`config.mk`:
```
export PLATFORM = sky130hd
export DESIGN_NAME = okp_keypad
export DESIGN_NICKNAME = d
export VERILOG_FILES = /design/src/hw/okp_dummy_unused.sv /design/src/hw/okp_pkg.sv /design/src/hw/okp_keypad.sv
export SDC_FILE = /design/constraint.sdc
export NUM_CORES = 1
export LEC_CHECK = 0
export ABC_AREA = 1
export BUFFER_PORTS_ARGS = -buffer_cell sky130_fd_sc_hd__buf_2
export CELL_PAD_IN_SITES_DETAIL_PLACEMENT = 0
export CELL_PAD_IN_SITES_GLOBAL_PLACEMENT = 1
export CORE_ASPECT_RATIO = 0.6
export CORE_MARGIN = 2
export CORE_UTILIZATION = 25
export DETAILED_ROUTE_END_ITERATION = 8
export PLACE_DENSITY = 0.57
export SLEW_MARGIN = 10
export SYNTH_ARGS = -nofsm -noshare
export SYNTH_HDL_FRONTEND = slang
export SYNTH_SLANG_ARGS = --single-unit
```
`constraint.sdc`:
```
create_clock -name CLK_I -period 2.8 [get_ports CLK_I]
set_clock_uncertainty 0.05 [all_clocks]
set_input_delay 0.56 -clock CLK_I [delete_from_list [all_inputs] [get_ports CLK_I]]
set_output_delay 0.56 -clock CLK_I [all_outputs]
set_load 0.05 [all_outputs]
```
`src/hw/okp_dummy_unused.sv`:
```
// Spare design source that holds no logic

```
`src/hw/okp_pkg.sv`:
```
// Package of constants and types for the operator keypad and indicator logic
package okp_pkg;

  // ************************************************************
  // Clock and timing
  // ************************************************************
  localparam int CLK_HZ = 10_000_000;
  localparam int DEBOUNCE_MS = 10;
  localparam int FLASH_HALF_MS = 500;
  localparam int DEBOUNCE_CYCLES = CLK_HZ / 1000 * DEBOUNCE_MS;
  localparam int FLASH_HALF_CYCLES = CLK_HZ / 1000 * FLASH_HALF_MS;

  // ************************************************************
  // Key indices on the key input vector
  // ************************************************************
  localparam int NUM_KEYS = 11;
  localparam int KEY_SRC = 0;
  localparam int KEY_ENTER = 1;
  localparam int KEY_ESC = 2;
  localparam int KEY_JOG = 3;
  localparam int KEY_DIR = 4;
  localparam int KEY_SHIFT = 5;
  localparam int KEY_UP = 6;
  localparam int KEY_DOWN = 7;
  localparam int KEY_DATA = 8;
  localparam int KEY_RUN = 9;
  localparam int KEY_STOP = 10;

  // ************************************************************
  // Register byte addresses and reset values
  // ************************************************************
  localparam logic [7:0] ADDR_CTRL = 8'h00;
  localparam logic [7:0] ADDR_STATUS = 8'h04;
  localparam logic [7:0] ADDR_DISP = 8'h08;
  localparam logic [7:0] ADDR_IRQ_STAT = 8'h0C;
  localparam logic [7:0] ADDR_IRQ_CLR = 8'h10;
  localparam logic [7:0] ADDR_IRQ_EN = 8'h14;
  localparam logic [3:0] CTRL_RESET = 4'h0;
  localparam logic [3:0] IRQ_EN_RESET = 4'h0;

  // Interrupt status bit positions
  localparam int IRQ_KEY = 0;
  localparam int IRQ_SRC = 1;
  localparam int IRQ_FRST = 2;
  localparam int IRQ_COMMIT = 3;

  // Run command source codes
  localparam logic [1:0] SRC_KEYPAD = 2'h0;

  // ************************************************************
  // Types
  // ************************************************************
  typedef struct packed {
    logic [1:0] run_command_source_select;
    logic stop_key_terminal_enable;
    logic source_toggle_key_enable;
  } okp_ctrl_t;

  typedef enum logic [2:0] {
    DISP_MON = 3'b001,
    DISP_MENU = 3'b010,
    DISP_EDIT = 3'b100
  } okp_disp_state_t;

  typedef struct packed {
    okp_disp_state_t state;
    logic [7:0] item;
    logic [1:0] digit;
    logic [15:0] value;
  } okp_disp_t;

endpackage

```
`src/hw/okp_keypad.sv`:
```
// Operator keypad decoding, indicators and Wishbone register slave
// Behaviour
// RULE1: Source key toggles keypad/terminal control when the source-toggle enable is set.
// RULE2: Escape restores the display state saved at the last data or enter press.
// RULE3: Jog key enables jog only under keypad control; ignored under terminal control.
// RULE4: Direction key toggles rotation direction only under keypad control.
// RULE5: Shift moves the edited digit; with a fault present it requests fault reset.
// RULE6: Up steps to next item or raises value; down does the opposite.
// RULE7: Data key enters item or value and advances between displays.
// RULE8: Run key starts operation only under keypad control.
// RULE9: Stop key stops; under terminal control only when stop-key enable set.
// RULE10: Forward indicator lit while a forward run command is input.
// RULE11: Reverse indicator lit while a reverse run command is input.
// RULE12: Alarm indicator steady on fault, flashing on alarm without fault.
// RULE13: Run-source indicator off under keypad control, follows source under terminal.
// RULE14: Under terminal control run-source indicator on for source codes 1, 2, 3.
// RULE15: Run-source indicator off when the source code is 0.
// RULE16: Each key is debounced and edge detected into a single-cycle event.
`timescale 1ns/1ps

module okp_keypad #(
  parameter int DEBOUNCE_CYCLES = okp_pkg::DEBOUNCE_CYCLES,
  parameter int FLASH_HALF_CYCLES = okp_pkg::FLASH_HALF_CYCLES
) (
  // Clock and reset
  input wire logic CLK_I,
  input wire logic RST_B_I,
  // Wishbone slave
  input wire logic CYC_I,
  input wire logic STB_I,
  input wire logic WE_I,
  input wire logic [7:0] ADR_I,
  input wire logic [3:0] SEL_I,
  input wire logic [31:0] DAT_I,
  output logic [31:0] DAT_O,
  output logic ACK_O,
  output logic IRQ_O,
  // Keypad, pressed is high
  input wire logic [okp_pkg::NUM_KEYS-1:0] KEY_I,
  // Drive core status
  input wire logic FAULT_I,
  input wire logic ALARM_I,
  input wire logic FWD_CMD_I,
  input wire logic REV_CMD_I,
  // Drive core commands
  output logic REMOTE_O,
  output logic RUN_REQ_O,
  output logic JOG_EN_O,
  output logic DIR_REV_O,
  output logic FAULT_RESET_O,
  output logic COMMIT_O,
  output logic [15:0] COMMIT_VALUE_O,
  output logic [7:0] COMMIT_ITEM_O,
  // Indicators
  output logic FORWARD_RUN_INDICATOR_O,
  output logic REVERSE_RUN_INDICATOR_O,
  output logic ALARM_INDICATOR_O,
  output logic RUN_SOURCE_INDICATOR_O
);

  // ************************************************************
  // Key debounce and edge detection
  // ************************************************************
  localparam logic [19:0] DB_LAST = 20'(DEBOUNCE_CYCLES - 1);
  localparam logic [22:0] FLASH_LAST = 23'(FLASH_HALF_CYCLES - 1);

  logic [okp_pkg::NUM_KEYS-1:0] key_stable;
  logic [okp_pkg::NUM_KEYS-1:0] key_evt;

  genvar gk;
  generate
    for (gk = 0; gk < okp_pkg::NUM_KEYS; gk++) begin : g_key
      logic [19:0] db_cnt;
      // Accept a new level only after it held for the debounce time
      always_ff @(posedge CLK_I or negedge RST_B_I) begin
        if (!RST_B_I) begin
          db_cnt <= 20'h00000;
          key_stable[gk] <= 1'b0;
          key_evt[gk] <= 1'b0;
        end else begin
          key_evt[gk] <= 1'b0;
          if (KEY_I[gk] == key_stable[gk]) begin
            db_cnt <= 20'h00000;
          end else if (db_cnt == DB_LAST) begin
            db_cnt <= 20'h00000;
            key_stable[gk] <= KEY_I[gk]; // RULE16
            key_evt[gk] <= KEY_I[gk]; // RULE16
          end else begin
            db_cnt <= db_cnt + 20'h00001;
          end
        end
      end

    end
  endgenerate

  // ************************************************************
  // Register state
  // ************************************************************
  okp_pkg::okp_ctrl_t ctrl;
  logic [3:0] irq_stat;
  logic [3:0] irq_en;
  logic [3:0] irq_evt;
  logic remote;
  logic run_req;
  logic jog_en;
  logic dir_rev;
  okp_pkg::okp_disp_t disp;
  okp_pkg::okp_disp_t snap;
  logic [15:0] step;
  logic wb_req;
  logic wb_wr;

  assign wb_req = CYC_I && STB_I;
  assign wb_wr = wb_req && WE_I && ACK_O && SEL_I[0];
  assign step = 16'h0001 << {disp.digit, 2'b00};

  // ************************************************************
  // Control source and run commands
  // ************************************************************
  logic src_flip;
  logic stop_ok;
  assign src_flip = key_evt[okp_pkg::KEY_SRC] && ctrl.source_toggle_key_enable; // RULE1
  assign stop_ok = key_evt[okp_pkg::KEY_STOP]
                   && (!remote || ctrl.stop_key_terminal_enable); // RULE9

  // Keypad versus terminal control
  always_ff @(posedge CLK_I or negedge RST_B_I) begin
    if (!RST_B_I) begin
      remote <= 1'b0;
    end else if (src_flip) begin
      remote <= !remote; // RULE1
    end
  end

  // Run request, stop wins over run
  always_ff @(posedge CLK_I or negedge RST_B_I) begin
    if (!RST_B_I) begin
      run_req <= 1'b0;
    end else if (stop_ok) begin
      run_req <= 1'b0; // RULE9
    end else if (key_evt[okp_pkg::KEY_RUN] && !remote) begin
      run_req <= 1'b1; // RULE8
    end
  end

  // Jog enable, cleared by stop or leaving keypad control
  always_ff @(posedge CLK_I or negedge RST_B_I) begin
    if (!RST_B_I) begin
      jog_en <= 1'b0;
    end else if (stop_ok || remote) begin
      jog_en <= 1'b0;
    end else if (key_evt[okp_pkg::KEY_JOG]) begin
      jog_en <= 1'b1; // RULE3
    end
  end

  // Rotation direction
  always_ff @(posedge CLK_I or negedge RST_B_I) begin
    if (!RST_B_I) begin
      dir_rev <= 1'b0;
    end else if (key_evt[okp_pkg::KEY_DIR] && !remote) begin
      dir_rev <= !dir_rev; // RULE4
    end
  end

  // Fault reset pulse from the shift key
  always_ff @(posedge CLK_I or negedge RST_B_I) begin
    if (!RST_B_I) begin
      FAULT_RESET_O <= 1'b0;
    end else begin
      FAULT_RESET_O <= key_evt[okp_pkg::KEY_SHIFT] && FAULT_I; // RULE5
    end
  end

  // ************************************************************
  // Display navigation and value editing
  // ************************************************************
  always_ff @(posedge CLK_I or negedge RST_B_I) begin
    if (!RST_B_I) begin
      disp <= '{state: okp_pkg::DISP_MON, item: 8'h00, digit: 2'h0, value: 16'h0000};
      snap <= '{state: okp_pkg::DISP_MON, item: 8'h00, digit: 2'h0, value: 16'h0000};
      COMMIT_O <= 1'b0;
      COMMIT_VALUE_O <= 16'h0000;
      COMMIT_ITEM_O <= 8'h00;
    end else begin
      COMMIT_O <= 1'b0;
      if (key_evt[okp_pkg::KEY_ESC]) begin
        disp <= snap; // RULE2
      end else if (key_evt[okp_pkg::KEY_ENTER]) begin
        snap <= disp; // RULE2
        disp.state <= okp_pkg::DISP_MENU;
      end else if (key_evt[okp_pkg::KEY_DATA]) begin
        snap <= disp; // RULE2
        case (disp.state)
          okp_pkg::DISP_MON: begin
            disp.state <= okp_pkg::DISP_MENU; // RULE7
          end
          okp_pkg::DISP_MENU: begin
            disp.state <= okp_pkg::DISP_EDIT; // RULE7
            disp.digit <= 2'h0;
          end
          okp_pkg::DISP_EDIT: begin
            disp.state <= okp_pkg::DISP_MON; // RULE7
            COMMIT_O <= 1'b1;
            COMMIT_VALUE_O <= disp.value;
            COMMIT_ITEM_O <= disp.item;
          end
          default: begin
            disp.state <= okp_pkg::DISP_MON;
          end
        endcase
      end else if (key_evt[okp_pkg::KEY_UP]) begin
        if (disp.state == okp_pkg::DISP_EDIT) begin
          disp.value <= disp.value + step; // RULE6
        end else begin
          disp.item <= disp.item + 8'h01; // RULE6
        end
      end else if (key_evt[okp_pkg::KEY_DOWN]) begin
        if (disp.state == okp_pkg::DISP_EDIT) begin
          disp.value <= disp.value - step; // RULE6
        end else begin
          disp.item <= disp.item - 8'h01; // RULE6
        end
      end else if (key_evt[okp_pkg::KEY_SHIFT] && !FAULT_I
                   && disp.state == okp_pkg::DISP_EDIT) begin
        disp.digit <= disp.digit + 2'h1; // RULE5
      end
    end
  end

  // ************************************************************
  // Indicators
  // ************************************************************
  logic [22:0] flash_cnt;
  logic flash;

  // Free running blink for the alarm indicator
  always_ff @(posedge CLK_I or negedge RST_B_I) begin
    if (!RST_B_I) begin
      flash_cnt <= 23'h000000;
      flash <= 1'b0;
    end else if (flash_cnt == FLASH_LAST) begin
      flash_cnt <= 23'h000000;
      flash <= !flash;
    end else begin
      flash_cnt <= flash_cnt + 23'h000001;
    end
  end

  // Registered indicator drive
  always_ff @(posedge CLK_I or negedge RST_B_I) begin
    if (!RST_B_I) begin
      FORWARD_RUN_INDICATOR_O <= 1'b0;
      REVERSE_RUN_INDICATOR_O <= 1'b0;
      ALARM_INDICATOR_O <= 1'b0;
      RUN_SOURCE_INDICATOR_O <= 1'b0;
    end else begin
      FORWARD_RUN_INDICATOR_O <= FWD_CMD_I; // RULE10
      REVERSE_RUN_INDICATOR_O <= REV_CMD_I; // RULE11
      ALARM_INDICATOR_O <= FAULT_I || (ALARM_I && flash); // RULE12
      RUN_SOURCE_INDICATOR_O <= remote
        && (ctrl.run_command_source_select != okp_pkg::SRC_KEYPAD); // RULE13 RULE14 RULE15
    end
  end

  assign REMOTE_O = remote;
  assign RUN_REQ_O = run_req;
  assign JOG_EN_O = jog_en;
  assign DIR_REV_O = dir_rev;

  // ************************************************************
  // Interrupts
  // ************************************************************
  assign irq_evt[okp_pkg::IRQ_KEY] = |key_evt;
  assign irq_evt[okp_pkg::IRQ_SRC] = src_flip;
  assign irq_evt[okp_pkg::IRQ_FRST] = FAULT_RESET_O;
  assign irq_evt[okp_pkg::IRQ_COMMIT] = COMMIT_O;

  // Sticky status, a new event wins over a clear
  always_ff @(posedge CLK_I or negedge RST_B_I) begin
    if (!RST_B_I) begin
      irq_stat <= 4'h0;
    end else if (wb_wr && ADR_I == okp_pkg::ADDR_IRQ_CLR) begin
      irq_stat <= (irq_stat & ~DAT_I[3:0]) | irq_evt;
    end else begin
      irq_stat <= irq_stat | irq_evt;
    end
  end

  assign IRQ_O = |(irq_stat & irq_en);

  // ************************************************************
  // Wishbone slave
  // ************************************************************
  // Writable registers, taken at the edge where ack is seen
  always_ff @(posedge CLK_I or negedge RST_B_I) begin
    if (!RST_B_I) begin
      ctrl <= okp_pkg::CTRL_RESET;
      irq_en <= okp_pkg::IRQ_EN_RESET;
    end else if (wb_wr) begin
      if (ADR_I == okp_pkg::ADDR_CTRL) begin
        ctrl <= DAT_I[3:0];
      end
      if (ADR_I == okp_pkg::ADDR_IRQ_EN) begin
        irq_en <= DAT_I[3:0];
      end
    end
  end

  // Ack one cycle after the request, read data alongside
  always_ff @(posedge CLK_I or negedge RST_B_I) begin
    if (!RST_B_I) begin
      ACK_O <= 1'b0;
      DAT_O <= 32'h00000000;
    end else begin
      ACK_O <= wb_req && !ACK_O;
      DAT_O <= 32'h00000000;
      if (wb_req && !ACK_O && !WE_I) begin
        case (ADR_I)
          okp_pkg::ADDR_CTRL: DAT_O <= {28'h0000000, ctrl};
          okp_pkg::ADDR_STATUS: DAT_O <= {24'h000000, ALARM_I, FAULT_I,
                                         disp.state == okp_pkg::DISP_EDIT,
                                         dir_rev, jog_en, run_req, remote, 1'b0};
          okp_pkg::ADDR_DISP: DAT_O <= {disp.value, 3'h0, disp.state, disp.digit,
                                       disp.item};
          okp_pkg::ADDR_IRQ_STAT: DAT_O <= {28'h0000000, irq_stat};
          okp_pkg::ADDR_IRQ_EN: DAT_O <= {28'h0000000, irq_en};
          default: DAT_O <= 32'h00000000;
        endcase
      end
    end
  end
endmodule

```
==> run_results.csv, run 1 <==
group,metric,value,unit
status,outcome,"complete, no violations",
detailed_routing,maxUsedRoutingLayer,"met4",
timing,maxSlewHeadroom,43.6,%
pwr,switching_share_of_total_power,23.4,%
die,fp-row-count,81,
critical_path,critPathMaxFanout,5,
critical_path,worst_r2r_path_depth,18,
critical_path,crit_arrival,2920,ps
die,top_level_ports,132,
global_routing,number_of_global_route_vias_before_repair,16200,
logic_synthesis,synth_edf_count,0,
pwr,net_switching_power_figure,2.98,mW
logic_synthesis,netlist_area_before_placement,20500,µm²
die,floorplan.core_area,81400,µm²
placed_design,buffer_ports.inserted,97,
pwr,total_power,12.7,mW
worst_hold_path,count_of_cells_along_the_worst_hold_path,3,
placed_design,place_worst_setup_slack,193,ps
timing,finalWorstPathRequiredPeriod,2510,ps
clocking,tritoncts_clock_tree,"yes",
clocking,h-tree-depth,2,
worst_hold_path,min-delay-path-class,"in2reg",
timing,fmax,399,MHz
finish,final_cell_area,24100,µm²
logic_synthesis,synth.top_cell.area_share,48.5,%
logic_synthesis,yosysTopAreaCell,"sky130_fd_sc_hd__dfrtp_1",
die,design.die.area,84600,µm²
finish,final_cell_count_no_fill,3744,
detailed_routing,detailroute.wirelength.met2,22.3,mm
timing,hold_slack,143,ps
pwr,power_leakage,10.6,nW
placed_design,dp.cells,3657,
timing,slew_violations,0,
critical_path,timing_worst_setup_path_type,"reg2reg",
finish,syn2layout_area_growth,17.2,%
detailed_routing,drt_iter0_drc,1144,
detailed_routing,routed_via_density,4.42,
critical_path,critical_path.max_stage_delay,430,ps
clocking,clock_insertion_delay_worst_skew,590,ps
pwr,power.sequential.fraction,46.1,%
pwr,vdd_drop_max,0.000482,V
timing,setup_viol,0,
logic_synthesis,synth_async_sr_flop_share,100,%
critical_path,worstSetupStartpointType,"flip-flop",
clocking,post_cts_buffers,0,
clocking,number_of_buffers_inserted_during_clock_tree_synthesis,46,
detailed_routing,ant_nets,0,
logic_synthesis,ys_seq_elements,400,
clocking,ctsRootBufferMaster,"sky130_fd_sc_hd__clkbuf_16",
placed_design,gp_routability_congestion,0.831,
timing,grt_setup_unrepaired,"no",
detailed_routing,wl_met3,2.27,mm
logic_synthesis,yosys.cell_types.count,52,
logic_synthesis,yosys_warnings,0,
timing,worst-slew-pin-transition,844,ps
critical_path,endpoint_kind,"flip-flop",
die,initial_core_util,25.2,%
clocking,cts.reportedPaths.clkPinSlew,60,ps
placed_design,hpwl,40.8,mm
finish,drive_above_1_share,12.2,%
global_routing,grt.overflow.total,0,
detailed_routing,drc,0,
timing,setup-tns-final,0,ps
finish,leading_cell_types_in_the_layout_fill_and_taps_excluded,"sky130_fd_sc_hd__nand2_1, sky130_fd_sc_hd__dfrtp_1, sky130_fd_sc_hd__inv_1",
logic_synthesis,most_frequently_used_flop_master_after_synthesis,"sky130_fd_sc_hd__dfrtp_1",
run,drv_cap,0,
detailed_routing,wirelength,55.2,mm
finish,design.final.nets,2728,
critical_path,data_required_time_at_the_worst_endpoint,3220,ps
detailed_routing,wl_met1,29.3,mm
timing,hold_viol,0,
timing,period_share,89.6,%
pwr,total_internal_power,9.76,mW
pwr,pwr_density_cell,529,nW/µm²
critical_path,critPathSlowestCell,"sky130_fd_sc_hd__dfrtp_1",
pwr,power_frac_clock,49.7,%
critical_path,crit_path_frequent_cell,"sky130_fd_sc_hd__nand2_1",
detailed_routing,wire_per_inst,14.7,µm
logic_synthesis,syn_inst,2489,
global_routing,maximum_number_of_pins_on_one_net_before_global_route_repair,65,
timing,setup_slack,292,ps
logic_synthesis,avgSynthCellArea,8.26,µm²
global_routing,grt_antenna_before_repair,1,
detailed_routing,detailedRoute.firstPassIterationCount,5,
logic_synthesis,seq_area_frac_synth,48.7,%
clocking,tritoncts_num_sinks,400,
clocking,cts_buffer_depth,3,
detailed_routing,vias,16500,
global_routing,first_pass_grt_wire_length,90.1,mm
placed_design,dpl_cell_area,22500,µm²
die,floorplan.die.height,226,µm
finish,core_utilization_of_the_finished_layout,29.6,%
pwr,power_frac_comb,4.2,%
global_routing,global_route_total_usage_across_every_layer,13.3,%
finish,final_common_cell,"sky130_fd_sc_hd__nand2_1",
logic_synthesis,netlist_top_cells_area,"sky130_fd_sc_hd__dfrtp_1, sky130_fd_sc_hd__nand2_1, sky130_fd_sc_hd__inv_1",
die,die_width,374,µm
critical_path,path_cells,"inv_1 -> ha_1 -> inv_1 -> ha_1 -> nand2_1 -> o21ai_0 -> ha_1 -> nand4_1 -> nand2_1 -> nand3_1 -> nand2_1 -> inv_1 -> nand2_2 -> nand2_1 -> nand2_1 -> nand2_1 -> nand3_1 -> nand2_1",
-- synth_stat cells (2+ instances only) --
cell type                  count
sky130_fd_sc_hd__dfrtp_1     398
sky130_fd_sc_hd__buf_4         4
sky130_fd_sc_hd__a21oi_1      89
sky130_fd_sc_hd__xor2_1       73
sky130_fd_sc_hd__o21ai_1       6
sky130_fd_sc_hd__o22ai_1       3
sky130_fd_sc_hd__or2_2         5
sky130_fd_sc_hd__nor3_2       11
sky130_fd_sc_hd__nand3_1     110
sky130_fd_sc_hd__clkbuf_1     13
sky130_fd_sc_hd__or2_0         3
sky130_fd_sc_hd__nand2_2      29
sky130_fd_sc_hd__xnor2_1      25
sky130_fd_sc_hd__o221ai_1      5
sky130_fd_sc_hd__nor2_4       20
sky130_fd_sc_hd__nand4_2       2
sky130_fd_sc_hd__inv_2         4
sky130_fd_sc_hd__and3_1        6
sky130_fd_sc_hd__a211oi_1      7
sky130_fd_sc_hd__ha_1         34
sky130_fd_sc_hd__o21a_1       12
sky130_fd_sc_hd__o21ai_0     116
sky130_fd_sc_hd__o21bai_1     16
sky130_fd_sc_hd__nand2_1     493
sky130_fd_sc_hd__a31oi_1      10
sky130_fd_sc_hd__nand3_2       6
sky130_fd_sc_hd__nor3b_1      40
sky130_fd_sc_hd__inv_1       338
sky130_fd_sc_hd__nor2_2       35
sky130_fd_sc_hd__or2_1         3
sky130_fd_sc_hd__buf_6         3
sky130_fd_sc_hd__nor4_1       43
sky130_fd_sc_hd__o211ai_1      6
sky130_fd_sc_hd__nor2_1      262
sky130_fd_sc_hd__nor3b_2       2
sky130_fd_sc_hd__nand4_1      71
sky130_fd_sc_hd__nand3b_1      4
sky130_fd_sc_hd__nor3_1      143
sky130_fd_sc_hd__a22oi_1       8
sky130_fd_sc_hd__buf_2        16
sky130_fd_sc_hd__dfstp_2       2
sky130_fd_sc_hd__a21oi_2       3
-- sequential cells by signal (all words and copies together) (netlist names), 4 cells and up --
name	count
snap	29
flash_cnt	23
key_evt	11
ctrl	4
g_key.db_cnt	220
DAT_O	29
COMMIT_ITEM_O	8
key_stable	11
irq_stat	4
disp	29
COMMIT_VALUE_O	16
irq_en	4
-- worst max-delay path, delay by kind of cell, from the launching register on --
family                     cells  cell delay (ps)
DFF                            1              430
adders and majority gates      3              820
and+or+nand+nor               11              800
buffers and inverters          3              220
AOI/OAI and AO/OA              1               80
-- cells by family (layout without fill, tap and decap cells) --
kind of cell / Yosys count / in the layout / synth area share (%)
xor gates and xnor gates: 98 / 98 / 4.18
other: 1 / 6 / 0.0182
and+or+nand+nor: 1291 / 1291 / 29.8
adders and majority gates: 35 / 35 / 2.17
DFF: 400 / 400 / 48.7
AOI/OAI and AO/OA: 285 / 285 / 7.89
buffers and inverters: 379 / 550 / 7.22
-- power groups by stage --
stage | sequential, mW | combinational (mW) | clock (mW)
floorplan | 5.99 | 0.261 | 0
global placement | 5.97 | 0.547 | 0
detailed placement | 5.98 | 0.549 | 0
CTS | 5.87 | 0.555 | 6.63
global route | 5.87 | 0.629 | 6.86
finish | 5.87 | 0.537 | 6.34
-- cell type report --
class                           count  area [µm²]
Clock buffer                       62        1330
Antenna cell                        3        7.51
Sequential cell                   400       10000
Fill cell                        8657       57300
Multi-Input combinational cell   1712        9070
Tap cell                         1079        1350
Inverter                          343        1290
Clock inverter                     19         231
Timing Repair Buffer              126         783
-- repair_timing --
action                                 CTS  global route
setup endpoints to repair                0             1
hold buffers                             3             0
endpoints found under the hold margin   55             0
resized for setup                        0             2
-- worst paths after layout --
| path | start | endpoint | slack (ps) |
|---|---|---|---|
| worst min register to register | g_key[6].db_cnt[0] | g_key[6].db_cnt[0] | 410 |
| worst max-delay path | disp[16] | disp[11] | 290 |
| worst min-delay path | ALARM_I | ALARM_INDICATOR_O | 140 |
| worst max register to register | disp[16] | disp[11] | 290 |
| min in group asynchronous | RST_B_I | g_key[10].db_cnt[15] | 490 |
| max in group asynchronous | RST_B_I | snap[26] | 1370 |
-- layer usage --
| layer | vias up | track usage [%] |
|---|---|---|
| li1 | 8433 | - |
| met1 | 7754 | 20.1 |
| met2 | 276 | 19.2 |
| met3 | 70 | 2.34 |
| met4 | 0 | 3.85 |
| met5 | - | 0 |
No activity file was read; power rests on OpenSTA's default activity.
==> run 2, diff against run 1 <==
--- a/config.mk
+++ b/config.mk
@@ -13,7 +13,7 @@
 export CORE_MARGIN = 2
 export CORE_UTILIZATION = 25
 export DETAILED_ROUTE_END_ITERATION = 8
-export PLACE_DENSITY = 0.57
+export PLACE_DENSITY = 0.56
 export SLEW_MARGIN = 10
 export SYNTH_ARGS = -nofsm -noshare
 export SYNTH_HDL_FRONTEND = slang
==> run_results.csv, run 2 (synthesized netlist as in run 1, its figures left out) <==
group,metric,value,unit
timing,setup_viol,0,
placed_design,gp_routability_congestion,0.859,
global_routing,first_pass_grt_wire_length,89.8,mm
placed_design,place_worst_setup_slack,162,ps
clocking,clock_insertion_delay_worst_skew,600,ps
pwr,total_power,12.4,mW
critical_path,worst_r2r_path_depth,15,
placed_design,dp.cells,3652,
detailed_routing,drt_iter0_drc,1041,
finish,core_utilization_of_the_finished_layout,29.4,%
pwr,power_frac_clock,48.3,%
finish,final_common_cell,"sky130_fd_sc_hd__nand2_1",
placed_design,hpwl,40.7,mm
global_routing,number_of_global_route_vias_before_repair,16100,
pwr,power_frac_comb,4.3,%
finish,drive_above_1_share,11.9,%
clocking,cts.reportedPaths.clkPinSlew,60,ps
worst_hold_path,min-delay-start,"STB_I",
clocking,tritoncts_clock_tree,"yes",
detailed_routing,vias,16600,
timing,setup-tns-final,0,ps
global_routing,maximum_number_of_pins_on_one_net_before_global_route_repair,117,
critical_path,timing_worst_setup_path_type,"reg2reg",
finish,final_cell_area,23900,µm²
detailed_routing,wirelength,55.4,mm
detailed_routing,detailedRoute.firstPassIterationCount,5,
pwr,power.sequential.fraction,47.4,%
critical_path,critPathMaxFanout,5,
critical_path,source_of_the_worst_register_to_register_timing_path,"disp[17]",
finish,max_flop_register,"g_key.db_cnt",
pwr,pwr_density_cell,518,nW/µm²
clocking,number_of_buffers_inserted_during_clock_tree_synthesis,46,
die,die_width,374,µm
finish,syn2layout_area_growth,16.5,%
finish,final_cell_count_no_fill,3741,
run,drv_cap,0,
placed_design,buffer_ports.inserted,97,
timing,slew_violations,0,
timing,setup_slack,245,ps
worst_hold_path,hold_crit_endpoint,"ACK_O",
timing,worst-slew-pin-transition,884,ps
pwr,total_internal_power,9.36,mW
critical_path,worst-r2r-setup-slack,240,ps
clocking,cts_buffer_depth,3,
critical_path,endpoint_kind,"flip-flop",
status,outcome,"complete, no violations",
pwr,net_switching_power_figure,3.03,mW
critical_path,worstSetupStartpointType,"flip-flop",
timing,hold_viol,0,
die,floorplan.core_area,81400,µm²
critical_path,crit_arrival,2980,ps
die,fp-row-count,81,
pwr,switching_share_of_total_power,24.5,%
finish,flip_flop_count_of_the_largest_register_all_copies_and_words_added,220,
timing,period_share,91.3,%
critical_path,regToRegEndpoint,"disp[15]",
detailed_routing,routed_via_density,4.44,
detailed_routing,ant_nets,0,
clocking,ctsRootBufferMaster,"sky130_fd_sc_hd__clkbuf_16",
timing,grt_setup_unrepaired,"no",
finish,leading_cell_types_in_the_layout_fill_and_taps_excluded,"sky130_fd_sc_hd__nand2_1, sky130_fd_sc_hd__dfrtp_1, sky130_fd_sc_hd__inv_1",
die,floorplan.die.height,226,µm
worst_hold_path,count_of_cells_along_the_worst_hold_path,3,
global_routing,grt_antenna_before_repair,0,
die,top_level_ports,132,
worst_hold_path,min-delay-path-class,"in2reg",
global_routing,grt.overflow.total,0,
pwr,power_leakage,10.5,nW
timing,fmax,391,MHz
timing,maxSlewHeadroom,41.1,%
die,design.die.area,84600,µm²
detailed_routing,wire_per_inst,14.8,µm
die,initial_core_util,25.2,%
placed_design,dpl_cell_area,22400,µm²
timing,hold_slack,173,ps
clocking,tritoncts_num_sinks,400,
detailed_routing,drc,0,
global_routing,global_route_total_usage_across_every_layer,13.3,%
clocking,h-tree-depth,2,
finish,design.final.nets,2723,
pwr,vdd_drop_max,0.000370,V
critical_path,data_required_time_at_the_worst_endpoint,3230,ps
timing,finalWorstPathRequiredPeriod,2560,ps
run 2: cell count changes in the layout (fill, tap and decap cells not counted), moves of 2 or more:
cell / before / now
sky130_fd_sc_hd__clkbuf_1: 5 / 11
sky130_fd_sc_hd__clkinv_2: 10 / 14
sky130_fd_sc_hd__clkbuf_8: 10 / 6
sky130_fd_sc_hd__diode_2: 3 / 1
sky130_fd_sc_hd__bufinv_16: 5 / 2
sky130_fd_sc_hd__inv_6: 1 / 3
sky130_fd_sc_hd__buf_4: 21 / 16
run 2: final cells by class:
type / count / area, µm²
diodes: 1 / 2.50
clock buffers: 63 / 1270
clock inverters: 22 / 188
fillers: 8590 / 57500
inverters: 343 / 1290
multi-input cells: 1712 / 9070
flip-flops and latches: 400 / 10000
well taps: 1079 / 1350
repair buffers: 121 / 746
run 2: power by group through the flow:
stage	clock network, mW	registers, mW	logic, mW
CTS	6.26	5.87	0.554
floorplan	0	5.99	0.261
detailed placement	0	5.98	0.549
finish	5.99	5.87	0.533
global placement	0	5.97	0.545
global route	6.51	5.87	0.618
run 2: worst max path at each step:
stage                   from       end  slack (ps)  depth (start not counted)
floorplan           disp[16]  disp[15]         500                         15
finish              disp[17]  disp[15]         240                         15
global placement    disp[16]  disp[15]          60                         15
detailed placement  disp[17]  disp[15]         160                         15
CTS                 disp[17]  disp[15]         150                         15
global route        disp[17]  disp[15]          20                         18
run 2: critical path, cell delays in order, from the launching register on:
cell and delay, ps:
sky130_fd_sc_hd__dfrtp_1 370, sky130_fd_sc_hd__inv_1 130, sky130_fd_sc_hd__ha_1 170, sky130_fd_sc_hd__inv_1 50, sky130_fd_sc_hd__ha_1 250, sky130_fd_sc_hd__a21oi_1 320
sky130_fd_sc_hd__ha_1 250, sky130_fd_sc_hd__inv_1 100, sky130_fd_sc_hd__nor3_2 290, sky130_fd_sc_hd__inv_1 70, sky130_fd_sc_hd__nor2_1 100, sky130_fd_sc_hd__nand2_1 70
sky130_fd_sc_hd__nand2_1 60, sky130_fd_sc_hd__nand2_1 50, sky130_fd_sc_hd__nand3_1 60, sky130_fd_sc_hd__nand2_1 50
run 2: layer usage:
layer	track usage, %	wire [µm]	vias up
met5	0	0	-
met4	3.36	1000	0
met3	2.33	2290	63
met2	18.9	22300	240
met1	20.4	29800	7889
li1	-	-	8434
run 2: repair_timing:
item | 4_1_cts | 5_1_grt
endpoints found under the hold margin | 106 | 0
resized for setup | 0 | 1
hold buffers | 3 | 0
setup buffers | 0 | 0
setup endpoints to repair | 0 | 1
==> run 3, diff against run 2 <==
--- a/config.mk
+++ b/config.mk
@@ -5,15 +5,15 @@
 export SDC_FILE = /design/constraint.sdc
 export NUM_CORES = 1
 export LEC_CHECK = 0
-export ABC_AREA = 1
 export BUFFER_PORTS_ARGS = -buffer_cell sky130_fd_sc_hd__buf_2
 export CELL_PAD_IN_SITES_DETAIL_PLACEMENT = 0
 export CELL_PAD_IN_SITES_GLOBAL_PLACEMENT = 1
 export CORE_ASPECT_RATIO = 0.6
 export CORE_MARGIN = 2
 export CORE_UTILIZATION = 25
+export CTS_CLUSTER_SIZE = 16
 export DETAILED_ROUTE_END_ITERATION = 8
-export PLACE_DENSITY = 0.56
+export PLACE_DENSITY = 0.54
 export SLEW_MARGIN = 10
 export SYNTH_ARGS = -nofsm -noshare
 export SYNTH_HDL_FRONTEND = slang
==> run_results.csv, run 3 <==
group,metric,value,unit
logic_synthesis,most_frequently_used_flop_master_after_synthesis,"sky130_fd_sc_hd__dfrtp_1",
timing,slew_violations,0,
critical_path,worstSetupStartpointType,"flip-flop",
global_routing,grt_antenna_before_repair,2,
placed_design,gp_routability_congestion,0.787,
die,floorplan.core_area,75600,µm²
pwr,power_frac_clock,49.0,%
finish,final_cell_area,22900,µm²
clocking,clock_insertion_delay_worst_skew,590,ps
global_routing,number_of_global_route_vias_before_repair,13500,
finish,leading_cell_types_in_the_layout_fill_and_taps_excluded,"sky130_fd_sc_hd__dfrtp_1, sky130_fd_sc_hd__nor2_1, sky130_fd_sc_hd__nand2_1",
logic_synthesis,netlist_top_cells_area,"sky130_fd_sc_hd__dfrtp_1, sky130_fd_sc_hd__nor2_1, sky130_fd_sc_hd__xor2_1",
finish,syn2layout_area_growth,19.6,%
placed_design,hpwl,31.4,mm
timing,maxSlewHeadroom,49.5,%
die,floorplan.die.height,218,µm
detailed_routing,drt_iter0_drc,870,
logic_synthesis,seq_area_frac_synth,52.3,%
pwr,net_switching_power_figure,3.02,mW
clocking,cts_buffer_depth,3,
timing,worst-slew-pin-transition,750,ps
pwr,vdd_drop_max,0.000396,V
die,fp-row-count,78,
logic_synthesis,yosysTopAreaCell,"sky130_fd_sc_hd__dfrtp_1",
pwr,power.sequential.fraction,46.1,%
worst_hold_path,min-delay-start,"ALARM_I",
detailed_routing,drc,0,
status,outcome,"complete, no violations",
clocking,ctsRootBufferMaster,"sky130_fd_sc_hd__clkbuf_16",
logic_synthesis,synthMostInstantiatedCell,"sky130_fd_sc_hd__dfrtp_1",
finish,final_cell_count_no_fill,3087,
detailed_routing,vias,13700,
clocking,cts.reportedPaths.clkPinSlew,60,ps
pwr,power_leakage,10.3,nW
critical_path,critPathSlowestCell,"sky130_fd_sc_hd__dfrtp_2",
detailed_routing,detailedRoute.firstPassIterationCount,7,
global_routing,first_pass_grt_wire_length,74.9,mm
finish,core_utilization_of_the_finished_layout,30.3,%
die,die_width,361,µm
placed_design,place_worst_setup_slack,-25.1,ps
timing,setup_viol,0,
critical_path,path_cells,"buf_4 -> ha_1 -> nor2_4 -> buf_6 -> xor2_2 -> ha_4 -> a21o_1 -> a21o_1 -> a221o_1 -> o21bai_1 -> nand3_1",
timing,finalWorstPathRequiredPeriod,2720,ps
global_routing,global_route_total_usage_across_every_layer,11.7,%
critical_path,crit_path_frequent_cell,"sky130_fd_sc_hd__a21o_1",
placed_design,buffer_ports.inserted,97,
logic_synthesis,avgSynthCellArea,10.0,µm²
critical_path,source_of_the_worst_register_to_register_timing_path,"disp[16]",
pwr,pwr_density_cell,561,nW/µm²
pwr,total_internal_power,9.83,mW
logic_synthesis,synth.cells.most_frequent,"sky130_fd_sc_hd__dfrtp_1, sky130_fd_sc_hd__nor2_1, sky130_fd_sc_hd__nand2_1",
timing,fmax,368,MHz
die,top_level_ports,132,
logic_synthesis,syn_inst,1912,
detailed_routing,ant_nets,0,
logic_synthesis,synth_edf_count,0,
detailed_routing,wire_per_inst,14.8,µm
placed_design,dpl_cell_area,21100,µm²
run,drv_cap,0,
pwr,total_power,12.8,mW
global_routing,grt.overflow.total,0,
critical_path,crit_arrival,3180,ps
logic_synthesis,netlist_area_before_placement,19100,µm²
clocking,number_of_buffers_inserted_during_clock_tree_synthesis,45,
timing,setup-tns-final,0,ps
critical_path,critPathMaxFanout,6,
detailed_routing,routed_via_density,4.42,
critical_path,critical_path.max_stage_delay,430,ps
critical_path,data_required_time_at_the_worst_endpoint,3260,ps
finish,design.final.nets,2149,
clocking,tritoncts_clock_tree,"yes",
pwr,switching_share_of_total_power,23.5,%
timing,hold_viol,0,
logic_synthesis,yosys.cell_types.count,73,
finish,drive_above_1_share,16.3,%
global_routing,maximum_number_of_pins_on_one_net_before_global_route_repair,66,
timing,period_share,97.0,%
logic_synthesis,yosys_warnings,0,
finish,final_common_cell,"sky130_fd_sc_hd__dfrtp_1",
die,initial_core_util,25.3,%
die,design.die.area,78900,µm²
pwr,power_frac_comb,4.9,%
finish,max_flop_register,"g_key.db_cnt",
critical_path,timing_worst_setup_path_type,"reg2reg",
detailed_routing,wirelength,45.8,mm
critical_path,endpoint_kind,"flip-flop",
logic_synthesis,synth_async_sr_flop_share,100,%
clocking,tritoncts_num_sinks,400,
clocking,h-tree-depth,2,
timing,setup_slack,84.6,ps
logic_synthesis,synth.top_cell.area_share,52.0,%
worst_hold_path,min-delay-path-class,"in2reg",
logic_synthesis,ys_seq_elements,400,
timing,hold_slack,148,ps
placed_design,dp.cells,2997,
finish,flip_flop_count_of_the_largest_register_all_copies_and_words_added,220,
timing,grt_setup_unrepaired,"yes",
critical_path,crit_start,"disp[16]",
## run 3: power by group through the flow
stage / registers, mW / clock network, mW / logic, mW
2_1_floorplan: 6.02 / 0 / 0.309
3_3_place_gp: 6.03 / 0 / 0.596
3_5_place_dp: 6.03 / 0 / 0.599
4_1_cts: 5.92 / 6.55 / 0.608
5_1_grt: 5.93 / 6.80 / 0.720
6_report: 5.92 / 6.29 / 0.631
## run 3: worst max-delay path: cells and delay by family, from the launching register on
kind / cells / cell delay (ps)
buffers and inverters: 2 / 290
and+or+nand+nor: 2 / 270
xor gates and xnor gates: 1 / 170
AOI/OAI and AO/OA: 4 / 940
adders and majority gates: 2 / 470
DFF: 1 / 430
## run 3: path summary, 6_finish.rpt
kind | to | slack [ps] | cells past startpoint
max | disp[15] | 80 | 11
min | ALARM_INDICATOR_O | 150 | 2
max reg2reg | disp[15] | 80 | 11
min reg2reg | g_key[10].db_cnt[0] | 400 | 1
max in group asynchronous | disp[11] | 1370 | 3
min in group asynchronous | g_key[3].db_cnt[11] | 470 | 2
## run 3: kinds of logic (layout without fill, tap and decap cells)
family / Yosys count / after routing / share of synthesized area (%)
AO/OA/AOI/OAI: 115 / 115 / 4.18
XOR/XNOR: 249 / 249 / 11.4
adder cells (fa/ha/maj): 35 / 35 / 2.33
buffers and inverters: 96 / 267 / 2.11
flip-flops: 400 / 400 / 52.3
multiplexers: 65 / 65 / 3.93
other: 1 / 5 / 0.0196
AND/OR/NAND/NOR: 951 / 951 / 23.7
## run 3: cell type report
cell class              count  area, µm²
multi-input cells        1418       8930
clock inverters            20        246
repair buffers            149        997
flip-flops and latches    400      10000
fillers                  7758      52700
clock buffers              62       1310
inverters                  36        135
diodes                      2       5.00
well taps                1000       1250
## run 3: timing repair
item	in CTS	in global routing
buffers inserted	0	3
hold buffers	3	0
setup endpoints to repair	6	10
gates resized for setup	4	31
hold endpoints to repair	52	0
pin swaps	3	14
## run 3: routing by layer
metal | up-vias | routed length (µm) | track usage (%)
met5 | - | 0 | 0
met4 | 0 | 1040 | 3.68
met3 | 59 | 1520 | 2.06
met2 | 157 | 18800 | 16.8
met1 | 6656 | 24400 | 17.7
li1 | 6782 | - | -
